===== src/fpac_defs.svh =====
`ifndef FPAC_DEFS_SVH
`define FPAC_DEFS_SVH

// indexed i/o port
`define FPAC_PORT_INDEX    16'h03ce
`define FPAC_PORT_DATA     16'h03cf
`define FPAC_IDX_COL_OFS   8'hd0
`define FPAC_IDX_OVERFLOW  8'hd4
`define FPAC_IDX_ATTR      8'hd5

// attribute control fields
`define FPAC_BIT_AUTO_MAP  7
`define FPAC_BIT_TEXT_REV  6
`define FPAC_BIT_GFX_REV   5
`define FPAC_BIT_XLINE     4
`define FPAC_BIT_EMUL      3
`define FPAC_BIT_STANDBY   2
`define FPAC_BIT_COMP_HI   1
`define FPAC_BIT_COMP_LO   0
`define FPAC_BIT_COL_MSB   0
`define FPAC_ATTR_RESET    8'h00
`define FPAC_ATTR_WMASK    8'hfb
`define FPAC_OVF_MASK      8'h7f

// text geometry
`define FPAC_PANEL_WIDTH   10'h280
`define FPAC_COL_CENTER    9'h00a
`define FPAC_DOT_EIGHTH    4'h7
`define FPAC_DOT_NINTH     4'h8
`define FPAC_GRAY_MAX      6'h3f

`endif


===== src/fpac_pkg.sv =====
package fpac_pkg;

  // per-line panel window state, gray coded along idle-pad-pass-done
  typedef enum logic [1:0] {
    FPAC_IDLE = 2'b00,
    FPAC_PAD  = 2'b01,
    FPAC_PASS = 2'b11,
    FPAC_DONE = 2'b10
  } fpac_line_t;

  // one pixel moving down the panel path
  typedef struct packed {
    logic       valid;
    logic       blank;
    logic       text;
    logic       fg;
    logic       fg_wins;
    logic [7:0] idx;
  } fpac_pix_t;

  // complete module state
  typedef struct packed {
    logic [7:0] index_reg;
    logic [7:0] attr_reg;
    logic [7:0] col_lo_reg;
    logic [7:0] ovf_reg;
    logic [7:0] rdata_reg;
    logic       sb_meta_reg;
    logic       sb_sync_reg;
    fpac_line_t line_reg;
    logic [9:0] pad_reg;
    logic [9:0] skip_reg;
    logic [9:0] out_cnt_reg;
    logic [7:0] held_idx_reg;
    logic       held_fg_reg;
    fpac_pix_t  s1_reg;
    logic [5:0] gray_reg;
    logic       gray_valid_reg;
    logic [7:0] crt_idx_reg;
    logic       crt_valid_reg;
    logic       lclk_up_reg;
    logic       lclk_lo_reg;
    logic       extra_reg;
  } fpac_state_t;

endpackage : fpac_pkg


===== src/fpac_gray_map.sv =====
`timescale 1ns/10ps
`include "fpac_defs.svh"

module fpac_gray_map #(
  parameter int DEPTH = 256
) (
  input  wire logic        clk,
  input  wire logic        wr,
  input  wire logic [7:0]  wr_addr,
  input  wire logic [17:0] wr_rgb,
  input  wire logic [7:0]  rd_addr,
  output logic      [5:0]  rd_gray
);

  logic [5:0] mem [DEPTH];
  logic [9:0] sum;

  // weighted sum of 6-bit r, g, b; weights 5+9+2 = 16 keep the result in 6 bits
  always_comb begin
    sum = 10'(wr_rgb[17:12]) * 10'h005 + 10'(wr_rgb[11:6]) * 10'h009 + 10'(wr_rgb[5:0]) * 10'h002;
  end

  // palette shadow of the colour lookup, read one cycle late
  always_ff @(posedge clk) begin
    if (wr) begin
      mem[wr_addr] <= sum[9:4];
    end
    rd_gray <= mem[rd_addr];
  end

endmodule : fpac_gray_map


===== src/fpac_attr_ctrl.sv =====
`timescale 1ns/10ps
`include "fpac_defs.svh"

module fpac_attr_ctrl (
  input  wire logic        clk,
  input  wire logic        rst_n,
  input  wire logic [15:0] io_addr,
  input  wire logic        io_wr,
  input  wire logic        io_rd,
  input  wire logic [7:0]  io_wdata,
  output logic      [7:0]  io_rdata,
  input  wire logic        standby_pin,
  input  wire logic        pal_wr,
  input  wire logic [7:0]  pal_addr,
  input  wire logic [17:0] pal_rgb,
  input  wire logic        line_start,
  input  wire logic        text_mode,
  input  wire logic        pix_valid,
  output logic             pix_ready,
  input  wire logic [7:0]  pix_index,
  input  wire logic [3:0]  pix_dot,
  input  wire logic        pix_fg,
  input  wire logic [3:0]  attr_fg,
  input  wire logic [3:0]  attr_bg,
  input  wire logic        line_pulse,
  input  wire logic        lower_start,
  input  wire logic        dual_scan,
  output logic      [5:0]  panel_gray,
  output logic             panel_valid,
  output logic             panel_lclk_upper,
  output logic             panel_lclk_lower,
  output logic      [7:0]  crt_index,
  output logic             crt_valid
);

  fpac_pkg::fpac_state_t st_reg;
  fpac_pkg::fpac_state_t st_next;
  fpac_pkg::fpac_pix_t   emit;
  logic       [8:0]      col_ofs;
  logic       [1:0]      comp;
  logic                  accept;
  logic                  data_port;
  logic       [5:0]      pal_gray;
  logic       [5:0]      base_gray;
  logic                  reverse;

  // shadow palette lookup, aligned with the stage-one pixel
  fpac_gray_map #(
    .DEPTH (256)
  ) u_gray_map (
    .clk     (clk),
    .wr      (pal_wr),
    .wr_addr (pal_addr),
    .wr_rgb  (pal_rgb),
    .rd_addr (emit.idx),
    .rd_gray (pal_gray)
  );

  assign col_ofs   = {st_reg.ovf_reg[`FPAC_BIT_COL_MSB], st_reg.col_lo_reg};
  assign comp      = st_reg.attr_reg[`FPAC_BIT_COMP_HI:`FPAC_BIT_COMP_LO];
  assign data_port = (io_addr == `FPAC_PORT_DATA);
  // padding stalls the source rather than buffering up to ten pixels
  assign pix_ready = (st_reg.line_reg != fpac_pkg::FPAC_PAD);
  assign accept    = pix_valid & pix_ready;

  // selection of what the panel shows from the accepted pixel
  always_comb begin
    emit         = '0;
    emit.text    = text_mode;
    emit.fg      = pix_fg;
    emit.idx     = pix_index;
    emit.fg_wins = (attr_fg >= attr_bg);
    if (st_reg.line_reg == fpac_pkg::FPAC_PAD) begin
      emit.valid = 1'b1;
      emit.blank = 1'b1;
    end else if (accept && (st_reg.line_reg != fpac_pkg::FPAC_DONE)) begin
      if (!text_mode) begin
        emit.valid = 1'b1;
      end else if (!comp[1]) begin
        emit.valid = (st_reg.skip_reg == 10'h000);
      end else if (!comp[0]) begin
        emit.valid = (pix_dot != `FPAC_DOT_NINTH);
      end else if (pix_dot == `FPAC_DOT_NINTH) begin
        emit.valid = 1'b1;
        emit.idx   = st_reg.held_idx_reg | pix_index;
        emit.fg    = st_reg.held_fg_reg | pix_fg;
      end else begin
        emit.valid = (pix_dot != `FPAC_DOT_EIGHTH);
      end
    end
  end

  // panel gray before reverse video
  always_comb begin
    base_gray = pal_gray;
    if (st_reg.s1_reg.text && st_reg.attr_reg[`FPAC_BIT_EMUL]) begin
      base_gray = (st_reg.s1_reg.fg == st_reg.s1_reg.fg_wins) ? `FPAC_GRAY_MAX : 6'h00;
    end else if (!st_reg.attr_reg[`FPAC_BIT_AUTO_MAP]) begin
      base_gray = st_reg.s1_reg.idx[7:2];
    end
    reverse = st_reg.s1_reg.text ? st_reg.attr_reg[`FPAC_BIT_TEXT_REV]
                                 : st_reg.attr_reg[`FPAC_BIT_GFX_REV];
  end

  // next state of everything
  always_comb begin
    st_next = st_reg;

    // register port: index at 3ce, data at 3cf
    if (io_wr && (io_addr == `FPAC_PORT_INDEX)) begin
      st_next.index_reg = io_wdata;
    end
    if (io_wr && data_port) begin
      case (st_reg.index_reg)
        `FPAC_IDX_ATTR:     st_next.attr_reg   = io_wdata & `FPAC_ATTR_WMASK;
        `FPAC_IDX_COL_OFS:  st_next.col_lo_reg = io_wdata;
        `FPAC_IDX_OVERFLOW: st_next.ovf_reg    = io_wdata & `FPAC_OVF_MASK;
        default:            st_next.ovf_reg    = st_reg.ovf_reg;
      endcase
    end
    if (io_rd) begin
      if (io_addr == `FPAC_PORT_INDEX) begin
        st_next.rdata_reg = st_reg.index_reg;
      end else if (data_port) begin
        case (st_reg.index_reg)
          `FPAC_IDX_ATTR:     st_next.rdata_reg = st_reg.attr_reg |
                                                  {5'h00, st_reg.sb_sync_reg, 2'h0};
          `FPAC_IDX_COL_OFS:  st_next.rdata_reg = st_reg.col_lo_reg;
          `FPAC_IDX_OVERFLOW: st_next.rdata_reg = st_reg.ovf_reg;
          default:            st_next.rdata_reg = 8'h00;
        endcase
      end else begin
        st_next.rdata_reg = 8'h00;
      end
    end

    // standby pin is asynchronous to clk
    st_next.sb_meta_reg = standby_pin;
    st_next.sb_sync_reg = st_reg.sb_meta_reg;

    // crt sees every accepted pixel untouched
    st_next.crt_valid_reg = accept;
    if (accept) begin
      st_next.crt_idx_reg = pix_index;
    end

    // hold eighth dot for the or-merge
    if (accept && (pix_dot == `FPAC_DOT_EIGHTH)) begin
      st_next.held_idx_reg = pix_index;
      st_next.held_fg_reg  = pix_fg;
    end

    // panel line window
    case (st_reg.line_reg)
      fpac_pkg::FPAC_IDLE,
      fpac_pkg::FPAC_DONE: begin
        st_next.line_reg = st_reg.line_reg;
      end
      fpac_pkg::FPAC_PAD: begin
        st_next.pad_reg = st_reg.pad_reg - 10'h001;
        if (st_reg.pad_reg == 10'h001) begin
          st_next.line_reg = fpac_pkg::FPAC_PASS;
        end
      end
      fpac_pkg::FPAC_PASS: begin
        if (accept && text_mode && !comp[1] && (st_reg.skip_reg != 10'h000)) begin
          st_next.skip_reg = st_reg.skip_reg - 10'h001;
        end
      end
      default: begin
        st_next.line_reg = fpac_pkg::FPAC_IDLE;
      end
    endcase
    if (emit.valid && emit.text) begin
      st_next.out_cnt_reg = st_reg.out_cnt_reg + 10'h001;
      if (st_reg.out_cnt_reg == `FPAC_PANEL_WIDTH - 10'h001) begin
        st_next.line_reg = fpac_pkg::FPAC_DONE;
      end
    end
    // new line restarts the window; padding and skipping only for the windowed text mode
    if (line_start) begin
      st_next.out_cnt_reg = 10'h000;
      st_next.pad_reg     = 10'h000;
      st_next.skip_reg    = 10'h000;
      st_next.line_reg    = fpac_pkg::FPAC_PASS;
      if (text_mode && !comp[1]) begin
        if (col_ofs < `FPAC_COL_CENTER) begin
          st_next.pad_reg  = {1'b0, `FPAC_COL_CENTER - col_ofs};
          st_next.line_reg = fpac_pkg::FPAC_PAD;
        end else begin
          st_next.skip_reg = {1'b0, col_ofs - `FPAC_COL_CENTER};
        end
      end
    end

    // stage one then gray stage
    st_next.s1_reg         = emit;
    st_next.gray_valid_reg = st_reg.s1_reg.valid;
    if (st_reg.s1_reg.blank) begin
      st_next.gray_reg = 6'h00; // padding stays dark, reverse or not
    end else begin
      st_next.gray_reg = reverse ? ~base_gray : base_gray;
    end

    // line clocks; extra pulse lands two cycles after the lower half starts
    st_next.extra_reg   = lower_start & dual_scan & st_reg.attr_reg[`FPAC_BIT_XLINE];
    st_next.lclk_up_reg = line_pulse;
    st_next.lclk_lo_reg = line_pulse | st_reg.extra_reg;
  end

  // single state register
  always_ff @(posedge clk or negedge rst_n) begin
    if (!rst_n) begin
      st_reg <= '0;
    end else begin
      st_reg <= st_next;
    end
  end

  assign io_rdata         = st_reg.rdata_reg;
  assign panel_gray       = st_reg.gray_reg;
  assign panel_valid      = st_reg.gray_valid_reg;
  assign panel_lclk_upper = st_reg.lclk_up_reg;
  assign panel_lclk_lower = st_reg.lclk_lo_reg;
  assign crt_index        = st_reg.crt_idx_reg;
  assign crt_valid        = st_reg.crt_valid_reg;
endmodule : fpac_attr_ctrl


===== config.mk =====
export PLATFORM = sky130hd
export DESIGN_NAME = fpac_attr_ctrl
export DESIGN_NICKNAME = d
export VERILOG_FILES = /design/src/fpac_pkg.sv /design/src/fpac_gray_map.sv /design/src/fpac_attr_ctrl.sv
export VERILOG_INCLUDE_DIRS = /design/src
export SDC_FILE = /design/constraint.sdc
export NUM_CORES = 2
export LEC_CHECK = 0
export BUFFER_PORTS_ARGS = -buffer_cell sky130_fd_sc_hd__buf_2
export CELL_PAD_IN_SITES_DETAIL_PLACEMENT = 0
export CELL_PAD_IN_SITES_GLOBAL_PLACEMENT = 2
export CORE_UTILIZATION = 49
export DETAILED_ROUTE_END_ITERATION = 12
export MAX_ROUTING_LAYER = met4
export PLACE_DENSITY_LB_ADDON = 0.1
export SYNTH_ARGS = -nofsm -noshare
export SYNTH_HDL_FRONTEND = slang
export SYNTH_HIERARCHICAL = 1
export SYNTH_SLANG_ARGS = --single-unit

===== constraint.sdc =====
create_clock -name clk -period 3.4 [get_ports clk]
set_input_delay 0.34 -clock clk [delete_from_list [all_inputs] [get_ports clk]]
set_output_delay 0.34 -clock clk [all_outputs]
set_load 0.02 [all_outputs]

==> impl_results.md <==
- Outcome: complete, but fails checks
- Failing checks: setup timing
- Busiest grt layer: met2
- Yosys top cell by area: edfxtp_1
- Footprint of the multi-input gates: 16800 um^2
- Die Height: 371 um
- FFs w/ async S/R, synth: 0.0672
- Met2 GRT Util: 0.416
- Minimum clock period: 3.49 ns
- Largest stage delay, worst path: 0.60 ns
- Fin nets: 4237
- Setup_tns: -0.396 ns
- RSZ-0062 raised after global routing: true
- Critical Path AT: 4.17 ns
- YS warnings: 6
- Clock root cell: clkbuf_16
- Die width: 371 um
- Pwr per Cell Area: 772 nW/um^2
- Post-synthesis instance area: 66700 um^2
- Starting DRT DRC Count: 3802
- Vias in the first global route: 37100
- # port buffers: 109
- Pleak: 26.8 nW
- M1 GR Usage: 0.373
- Max Cap Viol: 0
- Area after DPL: 73100 um^2
- Number of vias per cell: 6.04
- Sequential cell area: 49000 um^2
- Share of layout cells above drive strength 1: 0.319
- CTS tree: done
- Synth top cells by count: 1536 x edfxtp_1, 330 x nor2_1, 309 x mux4_2, 123 x mux2i_1, 111 x dfrtp_1
- Clk buf depth: 3
- Worst skew pair latency: 0.81 ns
- Final Setup Violations: 6
- Area Overhead vs Synth: 19.7%
- # rows: 135
- Remaining global-route overflow: 0
- Filler cell count: 9948
- CP Cell Sequence: buf_4 -> nand2b_1 -> nand4_1 -> nor3_2 -> buf_4 -> a21o_4 -> buf_12 -> buf_12 -> mux4_1 -> mux4_2 -> o221ai_2 -> a211o_1 -> nand4_1
- Top Ports: 110
- Slew margin rel.: 0.354
- Syn Inst Count: 3512
- Critical path required time: 4.08 ns
- Avg WL per Cell: 29.4 um
- Total number of vias: 36500
- Final GP Congestion: 0.880
- Most common flop cell mapped by yosys: edfxtp_1
- Critical Path End Type: register
- Crit-path max FO: 14
- DP HPWL: 121000 um
- Fin Hold WS: 0.124 ns
- Highest clock rate: 287 MHz
- DIE AREA: 138000 um^2
- GR Util All Layers: 0.269
- Largest net degree at the start of global routing: 66
- Synth top area share: 0.692
- Synth area leaders: edfxtp_1 69%, mux4_2 10%, dfrtp_1 4.2%
- DR DRC count: 0
- Tcrit/Tclk final: 1.03
- Initial antenna violation count: 9
- Max Clock Skew: 0.0305 ns
- Post-Syn Nets: 3642
- Slowest CP cell: mux4_1
- First-pass GRT wire length: 258000 um
- Core ar.: 135000 um^2
- Sequential share of the synthesized area: 0.735
- TritonCTS Buffers: 172
- Final worst slack: -0.0851 ns
- EDFF count, synth: 1536
- Clk pin slew, worst setup/hold paths: 0.06 ns
- Final hold vios: 0
- Slew @ Worst Pin: 0.942 ns
- Final WL: 178000 um
- Yosys reg bits: 1653
- VDD IR max: 0.650 mV
- Critical path class: register to register
- Met3 Use GR: 0.0467
- Post-route cell area: 79900 um^2
- Count of different cell masters after synthesis: 92
- Detailed Routing Iterations Pass 1: 6
- Clk sinks: 1653
- H-tree levels: 4
- Max reg flops: 1536
- Detail Route Antenna Nets: 0
- Worst min-delay path category: input pin to register
- Setup crit start kind: register
- Most common cell in the netlist: edfxtp_1
- Starting Density: 0.493
- Syn Area/Cell: 19.0 um^2
- Final Max Tran Viols: 0
through the flow:
stage | power (W) | worst slack, ns | util | std cells
after floorplan | 0.0347 | -2.47 | - | 3512
after global placement | 0.0424 | -0.765 | 0.541 | 5655
after detailed placement | 0.0431 | -0.774 | 0.541 | 5655
after CTS | 0.0620 | -0.112 | 0.588 | 6018
after global routing | 0.0635 | -0.238 | 0.590 | 6037
final | 0.0616 | -0.0851 | 0.590 | 6037
cell usage in the layout, fill, tap and decap left out, drive strengths merged, types with 12 or more instances in the layout:
| master | synthesis | routed |
|---|---|---|
| a211oi | 18 | 18 |
| a21o | 12 | 12 |
| a21oi | 76 | 76 |
| a22o | 14 | 14 |
| a22oi | 34 | 34 |
| buf | 137 | 608 |
| bufinv | 0 | 21 |
| clkbuf | 81 | 210 |
| clkinv | 0 | 74 |
| dfrtp | 111 | 111 |
| dlygate4sd3 | 0 | 28 |
| edfxtp | 1536 | 1536 |
| fa | 13 | 13 |
| ha | 34 | 34 |
| inv | 54 | 64 |
| mux2 | 66 | 66 |
| mux2i | 123 | 123 |
| mux4 | 341 | 341 |
| nand2 | 66 | 66 |
| nand2b | 16 | 16 |
| nand3 | 57 | 57 |
| nand4 | 21 | 21 |
| nor2 | 330 | 330 |
| nor2b | 24 | 24 |
| nor3 | 23 | 23 |
| nor4 | 14 | 14 |
| o211ai | 12 | 12 |
| o21ai | 31 | 31 |
| o221ai | 51 | 51 |
| o22ai | 68 | 68 |
| xor2 | 12 | 12 |
final timing paths:
kind / start / end / slack [ns] / cells after the start
worst max-delay path: st_reg[72] / u_gray_map/rd_gray[2] / -0.09 / 13
worst min-delay path: io_wr / comp[0] / 0.12 / 3
worst max register to register: st_reg[72] / u_gray_map/rd_gray[2] / -0.09 / 13
worst min register to register: st_next[12] / panel_valid / 0.35 / 0
max in group asynchronous: rst_n / io_rdata[7] / 2.28 / 3
min in group asynchronous: rst_n / panel_valid / 0.21 / 2
area by class of cell:
| cell class | count | share of cell area |
|---|---|---|
| repair buffers | 639 | 0.0744 |
| multi-input cells | 1587 | 0.210 |
| inverters | 54 | 0.00257 |
| clock buffers | 209 | 0.0563 |
| flip-flops and latches | 1653 | 0.614 |
| well taps | 1781 | 0.0279 |
| diodes | 6 | 0.000188 |
| clock inverters | 108 | 0.0146 |
layer usage:
layer | routed length (um) | share of wire
met5 | 0 | 0
met4 | 4200 | 0.024
met3 | 13100 | 0.074
met2 | 85600 | 0.48
met1 | 74800 | 0.42
report_power, final:
group          total (W)  internal [W]  switching [W]
Combinational     0.0135       0.00431        0.00922
Sequential        0.0293        0.0292       0.000112
Clock             0.0188        0.0110        0.00779
Total             0.0616        0.0445         0.0171
cells by family after synthesis:
logic type                 count (synthesis)  share of synthesized area
buffers and inverters                    272                     0.0219
and+or+nand+nor                          617                     0.0439
AOI/OAI and AO/OA                        373                     0.0397
muxes                                    530                      0.147
DFF                                     1653                      0.735
xor gates and xnor gates                  20                    0.00263
adders and majority gates                 47                     0.0103
worst max-delay path: cells and delay by family, from the launching register on:
kind            cells  cell delay, ns
mux                 2            1.13
buf+inv             4            0.72
compound gates      3            0.58
simple gates        4            0.49
flops               1            0.39
timing repair:
item,in CTS,in global routing
buffers inserted,15,13
resized for setup,56,35
endpoints found under the setup margin,6,6
pin swaps,9,7
hold buffers,28,0
cloned,3,1
endpoints found under the hold margin,127,0
Power figures use the tool's default switching activity.
